### src/hw/uaddr_pkg.sv
package uaddr_pkg;

  // ---------------------------------------------------------------
  // register map, byte addresses on the AHB-Lite slave port
  // ---------------------------------------------------------------
  localparam logic [11:0] UADDR_CTRL_ADDR     = 12'h000;
  localparam logic [11:0] UADDR_BAUD_ADDR     = 12'h004;
  localparam logic [11:0] UADDR_STAT_ADDR     = 12'h008;
  localparam logic [11:0] UADDR_RXDATA_ADDR   = 12'h00C;
  localparam logic [11:0] UADDR_INTSTAT_ADDR  = 12'h010;
  localparam logic [11:0] UADDR_INTMASK_ADDR  = 12'h014;
  // the two address registers keep their printed index; byte address is four times it
  localparam logic [9:0]  UADDR_SLAVE_ADDRESS_IDX = 10'h0A9;
  localparam logic [9:0]  UADDR_SLAVE_MASK_IDX    = 10'h0B9;
  localparam logic [11:0] UADDR_SLAVE_ADDRESS_ADDR = {UADDR_SLAVE_ADDRESS_IDX, 2'b00};
  localparam logic [11:0] UADDR_SLAVE_MASK_ADDR    = {UADDR_SLAVE_MASK_IDX, 2'b00};

  // ---------------------------------------------------------------
  // field positions
  // ---------------------------------------------------------------
  localparam int CTRL_MODE_LSB   = 0;
  localparam int CTRL_MP_BIT     = 2;
  localparam int CTRL_RXEN_BIT   = 3;
  localparam int CTRL_FAST_BIT   = 4;
  localparam int STAT_DONE_BIT   = 0;
  localparam int STAT_NINTH_BIT  = 1;
  localparam int STAT_FE_BIT     = 2;
  localparam int STAT_BUSY_BIT   = 3;
  localparam int EV_ACCEPT_BIT   = 0;
  localparam int EV_FE_BIT       = 1;
  localparam int EV_DROP_BIT     = 2;
  localparam int EV_W            = 3;

  // ---------------------------------------------------------------
  // reset values and fixed counts
  // ---------------------------------------------------------------
  localparam logic [7:0]  SLAVE_ADDRESS_RST = 8'h00;
  localparam logic [7:0]  SLAVE_MASK_RST    = 8'h00;
  localparam logic [4:0]  CTRL_RST          = 5'h00;
  localparam logic [15:0] BAUD_RST          = 16'h0000;
  // fixed-rate mode: oversample tick every 2 (/32 bit rate) or 4 (/64) clocks
  localparam logic [15:0] FIXED_DIV_FAST    = 16'h0001;
  localparam logic [15:0] FIXED_DIV_SLOW    = 16'h0003;
  localparam logic [3:0]  VOTE_SLICE        = 4'h9;

  typedef enum logic [1:0] {
    UADDR_MODE_SYNC   = 2'b00,
    UADDR_MODE_ASYNC10 = 2'b01,
    UADDR_MODE_FIXED11 = 2'b10,
    UADDR_MODE_VAR11   = 2'b11
  } uaddr_mode_e;

  typedef struct packed {
    logic [7:0] data;
    logic       ninth;
    logic       stop;
  } uaddr_frame_s;

endpackage : uaddr_pkg

### src/hw/uaddr_match.sv
`timescale 1ns/1ns
// given and broadcast address compare, purely combinational
module uaddr_match
  import uaddr_pkg::*;
(
  input  wire logic [7:0] byte_i,
  input  wire logic [7:0] slave_address_i,
  input  wire logic [7:0] slave_address_mask_i,
  output logic            match_o
);
  logic [7:0] bcast;
  logic       given_hit;
  logic       bcast_hit;

  // only mask ones are compared; all-zero registers match any byte
  assign given_hit = ~|((byte_i ^ slave_address_i) & slave_address_mask_i);
  // broadcast: ones of the or must be present, zeros are don't care
  assign bcast     = slave_address_i | slave_address_mask_i;
  assign bcast_hit = ~|(~byte_i & bcast);
  assign match_o   = given_hit | bcast_hit;

endmodule : uaddr_match

### src/hw/uaddr_rx_frame.sv
`timescale 1ns/1ns
// asynchronous frame receiver, 16x oversampled, 2-of-3 vote per bit
module uaddr_rx_frame
  import uaddr_pkg::*;
(
  input  wire logic         clk_i,
  input  wire logic         sys_rst_i,
  input  wire logic         enable_i,
  input  wire logic         tick16_i,
  input  wire logic         nine_bit_i,
  input  wire logic         rxd_i,
  output uaddr_frame_s      frame_o,
  output logic              frame_valid_o,
  output logic              busy_o
);
  typedef enum logic [1:0] {
    RX_IDLE  = 2'b00,
    RX_START = 2'b01,
    RX_DATA  = 2'b10,
    RX_STOP  = 2'b11
  } uaddr_rx_state_e;

  uaddr_rx_state_e state_reg;
  logic [3:0]      slice_reg;
  logic [3:0]      bitn_reg;
  logic [1:0]      samp_reg;
  logic [8:0]      shift_reg;
  logic            rxd_prev_reg;
  logic            vote;

  assign vote   = (samp_reg[0] & samp_reg[1]) | (rxd_i & (samp_reg[0] | samp_reg[1]));
  assign busy_o = (state_reg != RX_IDLE);

  // bit engine; every idle tick reloads the slice counter with 1, so it counts from the falling start edge to align bit boundaries
  always_ff @(posedge clk_i) begin
    frame_valid_o <= 1'b0;
    if (sys_rst_i || !enable_i) begin
      state_reg    <= RX_IDLE;
      slice_reg    <= 4'h0;
      bitn_reg     <= 4'h0;
      samp_reg     <= 2'b11;
      rxd_prev_reg <= 1'b1;
      shift_reg    <= 9'h000;
      frame_o      <= '0;
    end else if (tick16_i) begin
      rxd_prev_reg <= rxd_i;
      slice_reg    <= slice_reg + 4'h1;
      if (slice_reg == VOTE_SLICE - 4'h2) samp_reg[0] <= rxd_i;
      if (slice_reg == VOTE_SLICE - 4'h1) samp_reg[1] <= rxd_i;
      case (state_reg)
        RX_IDLE: begin
          slice_reg <= 4'h1;
          if (rxd_prev_reg && !rxd_i) state_reg <= RX_START;
        end
        RX_START: begin
          // a start bit that votes high is noise: abort and hunt again
          if (slice_reg == VOTE_SLICE) begin
            state_reg <= vote ? RX_IDLE : RX_DATA;
            bitn_reg  <= 4'h0;
          end
        end
        RX_DATA: begin
          if (slice_reg == VOTE_SLICE) begin
            shift_reg <= {vote, shift_reg[8:1]};
            bitn_reg  <= bitn_reg + 4'h1;
            if (bitn_reg == (nine_bit_i ? 4'h8 : 4'h7)) state_reg <= RX_STOP;
          end
        end
        RX_STOP: begin
          // frame ends mid stop bit so the next start edge is not missed
          if (slice_reg == VOTE_SLICE) begin
            frame_o.data  <= nine_bit_i ? shift_reg[7:0] : shift_reg[8:1];
            frame_o.ninth <= nine_bit_i ? shift_reg[8] : vote;
            frame_o.stop  <= vote;
            frame_valid_o <= 1'b1;
            state_reg     <= RX_IDLE;
          end
        end
        default: state_reg <= RX_IDLE;
      endcase
    end
  end

endmodule : uaddr_rx_frame

### src/hw/uart_address_recognition.sv
// The AHB-Lite register port was left to the implementer.
`timescale 1ns/1ns
// Notes on behaviour
// - In 11-bit modes an address frame has its ninth bit at one, data frames at zero.
// - With multiprocessor mode set the receive flag rises only on a given or broadcast match.
// - With multiprocessor mode clear every complete frame raises the receive flag.
// - In the 10-bit mode with multiprocessor mode set, a frame needs stop one and a match.
// - Given address compares slave address bits only where the mask bit is one.
// - Broadcast address is address or mask, its zero bits being don't care.
// - Slave address and mask registers sit at indices A9h and B9h.
// - Both address registers reset to 00h, so every byte matches.
// - A frame loads the buffer only if the flag is clear and mode is off or ninth bit is one.
module uart_address_recognition
  import uaddr_pkg::*;
(
  input  wire logic        clk_i,
  input  wire logic        sys_rst_i,
  // ahb-lite slave
  input  wire logic        hsel_i,
  input  wire logic [31:0] haddr_i,
  input  wire logic [1:0]  htrans_i,
  input  wire logic        hwrite_i,
  input  wire logic [2:0]  hsize_i,
  input  wire logic [31:0] hwdata_i,
  input  wire logic        hready_i,
  output logic             hreadyout_o,
  output logic             hresp_o,
  output logic [31:0]      hrdata_o,
  // serial line and side outputs
  input  wire logic        rxd_i,
  output logic             rx_done_flag_o,
  output logic             irq_o
);

  // ---------------------------------------------------------------
  // declarations
  // ---------------------------------------------------------------
  logic [4:0]         ctrl_reg;
  logic [15:0]        baud_reg;
  logic [7:0]         slave_address_reg;
  logic [7:0]         slave_address_mask_reg;
  logic [EV_W-1:0]    int_mask_reg;
  logic [EV_W-1:0]    int_stat_reg;
  logic [EV_W-1:0]    int_stat_next;
  logic [EV_W-1:0]    events;
  logic               rx_done_flag_reg;
  logic               rx_done_flag_next;
  logic               rx_ninth_bit_reg;
  logic               frame_err_reg;
  logic               frame_err_next;
  logic [7:0]         rx_data_reg;
  logic [31:0]        hrdata_reg;

  logic               wr_pend_reg;
  logic [11:0]        wr_addr_reg;
  logic               addr_phase;
  logic               rd_take;
  logic               wr_now;
  logic [11:0]        rd_addr;
  logic [31:0]        rd_mux;

  uaddr_mode_e        mode;
  logic               multiproc_enable;
  logic               rx_enable;
  logic               eleven_bit;

  logic [15:0]        div_cnt_reg;
  logic [15:0]        div_load;
  logic               tick16;

  uaddr_frame_s       frame;
  logic               frame_valid;
  logic               rx_busy;
  logic               addr_match;
  logic               rx_ninth_bit;
  logic               qualifies;
  logic               accept;
  logic               dropped;
  logic               fe_event;

  logic               clr_done;
  logic               clr_fe;
  logic               clr_int;

  // ---------------------------------------------------------------
  // control field decode
  // ---------------------------------------------------------------
  assign mode             = uaddr_mode_e'(ctrl_reg[CTRL_MODE_LSB +: 2]);
  assign multiproc_enable = ctrl_reg[CTRL_MP_BIT];
  assign rx_enable        = ctrl_reg[CTRL_RXEN_BIT] && (mode != UADDR_MODE_SYNC);
  // 11-bit frames carry a programmable ninth bit ahead of the stop bit
  assign eleven_bit       = (mode == UADDR_MODE_FIXED11) || (mode == UADDR_MODE_VAR11);

  // ---------------------------------------------------------------
  // ahb-lite address phase
  // ---------------------------------------------------------------
  // zero wait states: every transfer completes in its first data-phase cycle
  assign hreadyout_o = 1'b1;
  assign hresp_o     = 1'b0;
  assign hrdata_o    = hrdata_reg;

  assign addr_phase = hsel_i && htrans_i[1] && hready_i;
  assign rd_take    = addr_phase && !hwrite_i;
  assign rd_addr    = haddr_i[11:0];
  assign wr_now     = wr_pend_reg;

  // writes are held one cycle so hwdata can be taken in the data phase
  always_ff @(posedge clk_i) begin
    if (sys_rst_i) begin
      wr_pend_reg <= 1'b0;
      wr_addr_reg <= 12'h000;
    end else begin
      wr_pend_reg <= addr_phase && hwrite_i;
      if (addr_phase) wr_addr_reg <= haddr_i[11:0];
    end
  end

  // ---------------------------------------------------------------
  // read data mux
  // ---------------------------------------------------------------
  // unmapped addresses read as zero, the answer is still okay
  always_comb begin
    rd_mux = 32'h0000_0000;
    case (rd_addr)
      UADDR_CTRL_ADDR:          rd_mux[4:0] = ctrl_reg;
      UADDR_BAUD_ADDR:          rd_mux[15:0] = baud_reg;
      UADDR_STAT_ADDR: begin
        rd_mux[STAT_DONE_BIT]  = rx_done_flag_reg;
        rd_mux[STAT_NINTH_BIT] = rx_ninth_bit_reg;
        rd_mux[STAT_FE_BIT]    = frame_err_reg;
        rd_mux[STAT_BUSY_BIT]  = rx_busy;
      end
      UADDR_RXDATA_ADDR:        rd_mux[7:0] = rx_data_reg;
      UADDR_INTSTAT_ADDR:       rd_mux[EV_W-1:0] = int_stat_reg;
      UADDR_INTMASK_ADDR:       rd_mux[EV_W-1:0] = int_mask_reg;
      UADDR_SLAVE_ADDRESS_ADDR: rd_mux[7:0] = slave_address_reg;
      UADDR_SLAVE_MASK_ADDR:    rd_mux[7:0] = slave_address_mask_reg;
      default:                  rd_mux = 32'h0000_0000;
    endcase
  end

  // read data is registered at the address phase and stands in the data phase
  always_ff @(posedge clk_i) begin
    if (sys_rst_i) begin
      hrdata_reg <= 32'h0000_0000;
    end else if (rd_take) begin
      hrdata_reg <= rd_mux;
    end
  end

  // ---------------------------------------------------------------
  // software-written registers
  // ---------------------------------------------------------------
  // control and baud
  always_ff @(posedge clk_i) begin
    if (sys_rst_i) begin
      ctrl_reg <= CTRL_RST;
      baud_reg <= BAUD_RST;
    end else if (wr_now) begin
      if (wr_addr_reg == UADDR_CTRL_ADDR) ctrl_reg <= hwdata_i[4:0];
      if (wr_addr_reg == UADDR_BAUD_ADDR) baud_reg <= hwdata_i[15:0];
    end
  end

  // address and mask; zero at reset leaves every bit don't care
  always_ff @(posedge clk_i) begin
    if (sys_rst_i) begin
      slave_address_reg      <= SLAVE_ADDRESS_RST;
      slave_address_mask_reg <= SLAVE_MASK_RST;
    end else if (wr_now) begin
      if (wr_addr_reg == UADDR_SLAVE_ADDRESS_ADDR)
        slave_address_reg <= hwdata_i[7:0];
      if (wr_addr_reg == UADDR_SLAVE_MASK_ADDR)
        slave_address_mask_reg <= hwdata_i[7:0];
    end
  end

  // interrupt mask
  always_ff @(posedge clk_i) begin
    if (sys_rst_i) begin
      int_mask_reg <= '0;
    end else if (wr_now && (wr_addr_reg == UADDR_INTMASK_ADDR)) begin
      int_mask_reg <= hwdata_i[EV_W-1:0];
    end
  end

  // ---------------------------------------------------------------
  // baud divider
  // ---------------------------------------------------------------
  // fixed-rate 11-bit mode ignores the baud register
  assign div_load = (mode == UADDR_MODE_FIXED11)
                  ? (ctrl_reg[CTRL_FAST_BIT] ? FIXED_DIV_FAST : FIXED_DIV_SLOW)
                  : baud_reg;
  assign tick16   = rx_enable && (div_cnt_reg == 16'h0000);

  // down counter gives one oversample enable per 16th of a bit
  always_ff @(posedge clk_i) begin
    if (sys_rst_i || !rx_enable) begin
      div_cnt_reg <= 16'h0000;
    end else if (div_cnt_reg == 16'h0000) begin
      div_cnt_reg <= div_load;
    end else begin
      div_cnt_reg <= div_cnt_reg - 16'h0001;
    end
  end

  // ---------------------------------------------------------------
  // receiver and address compare
  // ---------------------------------------------------------------
  uaddr_rx_frame u_rx (
    .clk_i         (clk_i),
    .sys_rst_i     (sys_rst_i),
    .enable_i      (rx_enable),
    .tick16_i      (tick16),
    .nine_bit_i    (eleven_bit),
    .rxd_i         (rxd_i),
    .frame_o       (frame),
    .frame_valid_o (frame_valid),
    .busy_o        (rx_busy)
  );

  // compare runs in hardware on every frame; with multiprocessor mode set software only sees hits
  uaddr_match u_match (
    .byte_i               (frame.data),
    .slave_address_i      (slave_address_reg),
    .slave_address_mask_i (slave_address_mask_reg),
    .match_o              (addr_match)
  );

  // ---------------------------------------------------------------
  // frame acceptance
  // ---------------------------------------------------------------
  // the ninth bit tells address frames from data; in 10-bit mode the stop bit stands in
  assign rx_ninth_bit = eleven_bit ? frame.ninth : frame.stop;
  // multiprocessor mode: only a marked frame whose byte matches gets through
  assign qualifies = !multiproc_enable
                   || (rx_ninth_bit && addr_match);
  // an unread flag blocks the load, the frame is lost
  assign accept    = frame_valid && !rx_done_flag_reg && qualifies;
  assign dropped   = frame_valid && rx_done_flag_reg && qualifies;
  assign fe_event  = frame_valid && !frame.stop;

  // buffer and ninth bit load only with the flag
  always_ff @(posedge clk_i) begin
    if (sys_rst_i) begin
      rx_data_reg      <= 8'h00;
      rx_ninth_bit_reg <= 1'b0;
    end else if (accept) begin
      rx_data_reg      <= frame.data;
      rx_ninth_bit_reg <= rx_ninth_bit;
    end
  end

  // ---------------------------------------------------------------
  // status flags
  // ---------------------------------------------------------------
  // write one to clear; a set in the same cycle wins, but a frame ending in the clearing cycle still sees the old flag and is dropped
  assign clr_done = wr_now && (wr_addr_reg == UADDR_STAT_ADDR) && hwdata_i[STAT_DONE_BIT];
  assign clr_fe   = wr_now && (wr_addr_reg == UADDR_STAT_ADDR) && hwdata_i[STAT_FE_BIT];

  always_comb begin
    rx_done_flag_next = accept || (rx_done_flag_reg && !clr_done);
    frame_err_next    = fe_event || (frame_err_reg && !clr_fe);
  end

  always_ff @(posedge clk_i) begin
    if (sys_rst_i) begin
      rx_done_flag_reg <= 1'b0;
      frame_err_reg    <= 1'b0;
    end else begin
      rx_done_flag_reg <= rx_done_flag_next;
      frame_err_reg    <= frame_err_next;
    end
  end

  assign rx_done_flag_o = rx_done_flag_reg;

  // ---------------------------------------------------------------
  // interrupt status
  // ---------------------------------------------------------------
  assign events[EV_ACCEPT_BIT] = accept;
  assign events[EV_FE_BIT]     = fe_event;
  assign events[EV_DROP_BIT]   = dropped;
  // a read of the status register clears it; events in that cycle survive
  assign clr_int = rd_take && (rd_addr == UADDR_INTSTAT_ADDR);

  always_comb begin
    int_stat_next = events | (clr_int ? '0 : int_stat_reg);
  end

  always_ff @(posedge clk_i) begin
    if (sys_rst_i) begin
      int_stat_reg <= '0;
    end else begin
      int_stat_reg <= int_stat_next;
    end
  end

  // level output, high while any unmasked sticky bit stands
  always_ff @(posedge clk_i) begin
    if (sys_rst_i) begin
      irq_o <= 1'b0;
    end else begin
      irq_o <= |(int_stat_next & int_mask_reg);
    end
  end

endmodule : uart_address_recognition

### config.mk
export PLATFORM = sky130hd
export DESIGN_NAME = uart_address_recognition
export DESIGN_NICKNAME = d
export VERILOG_FILES = /design/src/hw/uaddr_pkg.sv /design/src/hw/uaddr_match.sv /design/src/hw/uaddr_rx_frame.sv /design/src/hw/uart_address_recognition.sv
export SDC_FILE = /design/constraint.sdc
export NUM_CORES = 1
export LEC_CHECK = 0
export CORE_MARGIN = 1
export CORE_UTILIZATION = 53
export CTS_BUF_LIST = sky130_fd_sc_hd__clkbuf_16
export CTS_CLUSTER_DIAMETER = 200
export DETAILED_ROUTE_END_ITERATION = 12
export DONT_BUFFER_PORTS = 1
export PLACE_DENSITY = 0.68
export SYNTH_ARGS = -nofsm -noshare
export SYNTH_HDL_FRONTEND = slang
export SYNTH_HIERARCHICAL = 1
export SYNTH_SLANG_ARGS = --single-unit
### constraint.sdc
create_clock -name clk_i -period 6.2 [get_ports clk_i]
set_clock_uncertainty 0.05 [all_clocks]
set_input_delay 0.62 -clock clk_i [delete_from_list [all_inputs] [get_ports clk_i]]
set_output_delay 0.62 -clock clk_i [all_outputs]
set_load 0.1 [all_outputs]
==> flow_summary_export.csv <==
group,metric,value,unit
setup_path,path_cells,"o21ai_0 -> inv_1 -> and2_1 -> and4b_1 -> and3_4 -> mux2i_1 -> nor2_1",
routing,vias,5147,
floorplanning,die_w,112,um
clock_tree,clock-sinks,133,
routing,wl_per_cell,17.6,um
yosys,avgSynthCellArea,8.80,um^2
placed_design,post-place-ws,3.12,ns
global_route,grt_most_used_layer,"met2",
power,leakagePower,2.58,nW
floorplanning,fp-row-count,39,
clock_tree,post_cts_buffers,0,
power,power_per_cell_area,281,nW/um^2
timing,finalSetupViolations,0,
final_layout,area.growth.synth_to_final,7.93,%
setup_path,worstSetupPathType,"reg -> reg",
setup_path,crit_path_start_kind,"flip-flop",
setup_path,crit_arrival,3.33,ns
routing,first_pass_iters,11,
clock_tree,clkLatencyLatePin,0.41,ns
flow_run,cap_violations,0,
yosys,synth_compound_area_frac,0.149,
setup_path,slowest_delay,0.86,ns
routing,postRouteWirelength,15200,um
global_route,gr-usage-met1,0.321,
yosys,ys_types,70,
timing,fmax,320,MHz
final_layout,diodes,0,
floorplanning,core_area,11600,um^2
clock_tree,cts_root_buf,"clkbuf_16",
yosys,synth_edf_count,0,
final_layout,drive_gt1_frac,0.114,
global_route,grt_max_degree,83,
yosys,synthArstFlopShare,0,
yosys,synth-xor-area-share,0.0245,
timing,worstMarginPinSlew,1.12,ns
routing,ant_nets,0,
yosys,ys_seq_area_frac,0.413,
placed_design,dp.cells,835,
setup_path,cp-end-kind,"flip-flop",
run_status,violations,"DRC",
clock_tree,cts_resized,0,
timing,timing.final.crit_share,0.504,
setup_path,r2r_setup_slack,3.08,ns
global_route,first_global_vias,4936,
global_route,met3_usage,0.0686,
timing,fin_crit,3.12,ns
routing,drt_iter0_markers,331,
yosys,ys_seq_elements,133,
yosys,syn-instance-count,732,
clock_tree,cts_buffer_depth,2,
timing,hold_viol,0,
yosys,synth_fa_ha_area_frac,0.0132,
yosys,synthSimpleGateAreaFrac,0.231,
yosys,synth_top_family_by_area,"simple AND/OR/NAND/NOR gates",
global_route,use_met2,0.416,
routing,vias_per_cell,5.95,
final_layout,final_nets,792,
timing,max-slew-margin-rel,0.254,
timing,setup_slack,3.08,ns
setup_path,cp_max_fo,20,
yosys,synth.area.top_cells,"dfxtp_1, mux2i_1, nand2_1",
floorplanning,die-area,12600,um^2
clock_tree,cts_hold_buf,0,
yosys,yosysWarnings,6,
global_route,antenna_found_initial,0,
timing,slew_violations,0,
clock_tree,tritoncts,"built",
power,power.total,1.95,mW
worst_hold_path,hold_path_class,"in -> reg",
floorplanning,start_util,0.555,
run_status,status,"complete, but fails checks",
global_route,overflow,0,
setup_path,crit_family,"simple AND/OR/NAND/NOR gates",
placed_design,port_buffers,0,
yosys,synth_flop_cell,"dfxtp_1",
final_layout,nFillCells,1019,
setup_path,cp_slowest_cell,"dfxtp_1",
placed_design,gp_congestion,0.897,
global_route,grt_use_total,0.253,
clock_tree,numCtsBuffers,17,
floorplanning,io_pins,111,
timing,fin_setup_tns,0,ns
clock_tree,clk_pin_slew,0.06,ns
setup_path,cp.required,6.40,ns
final_layout,instances_no_fill,865,
timing,rsz0062_at_grt,"no",
setup_path,cp_num_buf_inv,1,
yosys,synth_area,6440,um^2
yosys,synthMuxAreaShare,0.110,
power,ir_worst_vdd,0.208,mV
placed_design,dp_hpwl,10800,um
yosys,yosysTopAreaCellShare,0.413,
routing,drc_errors,10,
clock_tree,htree_levels,4,
floorplanning,die_y,112,um
global_route,grt_pass1_wl,24900,um
yosys,yosysTopAreaCell,"dfxtp_1",
## path summary, 6_finish.rpt
| kind | cells after the start | startpoint | end |
|---|---|---|---|
| worst max-delay path | 7 | ctrl_reg[1] | u_rx/frame_o[0] |
| worst min-delay path | 1 | sys_rst_i | baud_reg[6] |
| worst max register to register | 7 | ctrl_reg[1] | u_rx/frame_o[0] |
| worst min register to register | 2 | wr_addr_reg[1] | wr_addr_reg[1] |
## through the flow
stage,utilization,instance area [um^2],hold WS [ns]
after global routing,0.599,6950,0.208
final,0.599,6950,0.248
after CTS,0.599,6950,0.210
after detailed placement,0.547,6360,0.396
after floorplan,-,6500,0.382
after global placement,0.547,6360,0.386
## worst register-to-register path: cells and delay by family, from the launching register on
family / cells / cell delay, ns
multiplexers: 1 / 0.22
AO/OA/AOI/OAI: 1 / 0.32
buffers and inverters: 1 / 0.18
flip-flops: 1 / 0.86
AND/OR/NAND/NOR: 4 / 1.34
## cells in the mapped netlist, types with 7 or more instances
library cell / n
clkbuf_1: 27
nand2_2: 10
nand4b_1: 7
nor2_1: 79
o22ai_1: 7
nand3_1: 21
dfxtp_1: 133
buf_4: 19
o21ai_0: 18
a22oi_1: 13
nor3_1: 10
a21oi_2: 10
a21oi_1: 54
nor4_1: 7
nand2_1: 106
inv_1: 12
mux2i_1: 57
a211oi_2: 11
xor2_1: 15
## where the power goes
group          internal, mW  switching [mW]
registers             0.859         0.00700
clock network         0.660           0.351
logic                0.0117          0.0616
## cell type report
class / instances / area (um^2) / share of cell area
Inverter: 12 / 45.0 / 0.00648
Sequential cell: 133 / 2660 / 0.383
Multi-Input combinational cell: 546 / 3460 / 0.498
Tap cell: 143 / 179 / 0.0257
Timing Repair Buffer: 1 / 7.51 / 0.00108
Clock inverter: 13 / 169 / 0.0243
Clock buffer: 17 / 425 / 0.0612
## cells by family (layout without fill, tap and decap cells)
logic type | count (synthesis) | in the layout
AO/OA/AOI/OAI | 141 | 141
adder cells (fa/ha/maj) | 7 | 7
other | 2 | 18
AND/OR/NAND/NOR | 297 | 297
flip-flops | 133 | 133
XOR/XNOR | 18 | 18
buffers and inverters | 69 | 43
multiplexers | 65 | 65
## placed cells by master, fill, tap and decap left out, drive strengths merged, types with 3 or more instances in the layout
| master | n |
|---|---|
| inv | 15 |
| nand2 | 116 |
| a22oi | 13 |
| conb | 18 |
| o21ai | 19 |
| nor4 | 10 |
| nor3 | 13 |
| ha | 6 |
| mux2i | 57 |
| or4 | 6 |
| clkinv | 4 |
| clkbuf | 17 |
| a31oi | 3 |
| bufinv | 4 |
| nor2 | 79 |
| and2 | 4 |
| nand4 | 7 |
| dfxtp | 133 |
| and4 | 4 |
| a211oi | 14 |
| o22ai | 7 |
| mux4 | 4 |
| or3 | 6 |
| mux2 | 4 |
| xor2 | 15 |
| o221ai | 4 |
| a21oi | 64 |
| nand4b | 7 |
| nor2b | 5 |
| nand3 | 21 |
| o31ai | 3 |
| xnor2 | 3 |
| and3 | 4 |
| nand2b | 5 |
## routing by layer
layer / up-vias / wire length, um / part of all wire
li1: 2514 / - / -
met1: 2483 / 6840 / 0.45
met2: 142 / 7350 / 0.48
met3: 8 / 929 / 0.061
met4: 0 / 126 / 0.0083
met5: - / 0 / 0
No activity file was read; power rests on OpenSTA's default activity.
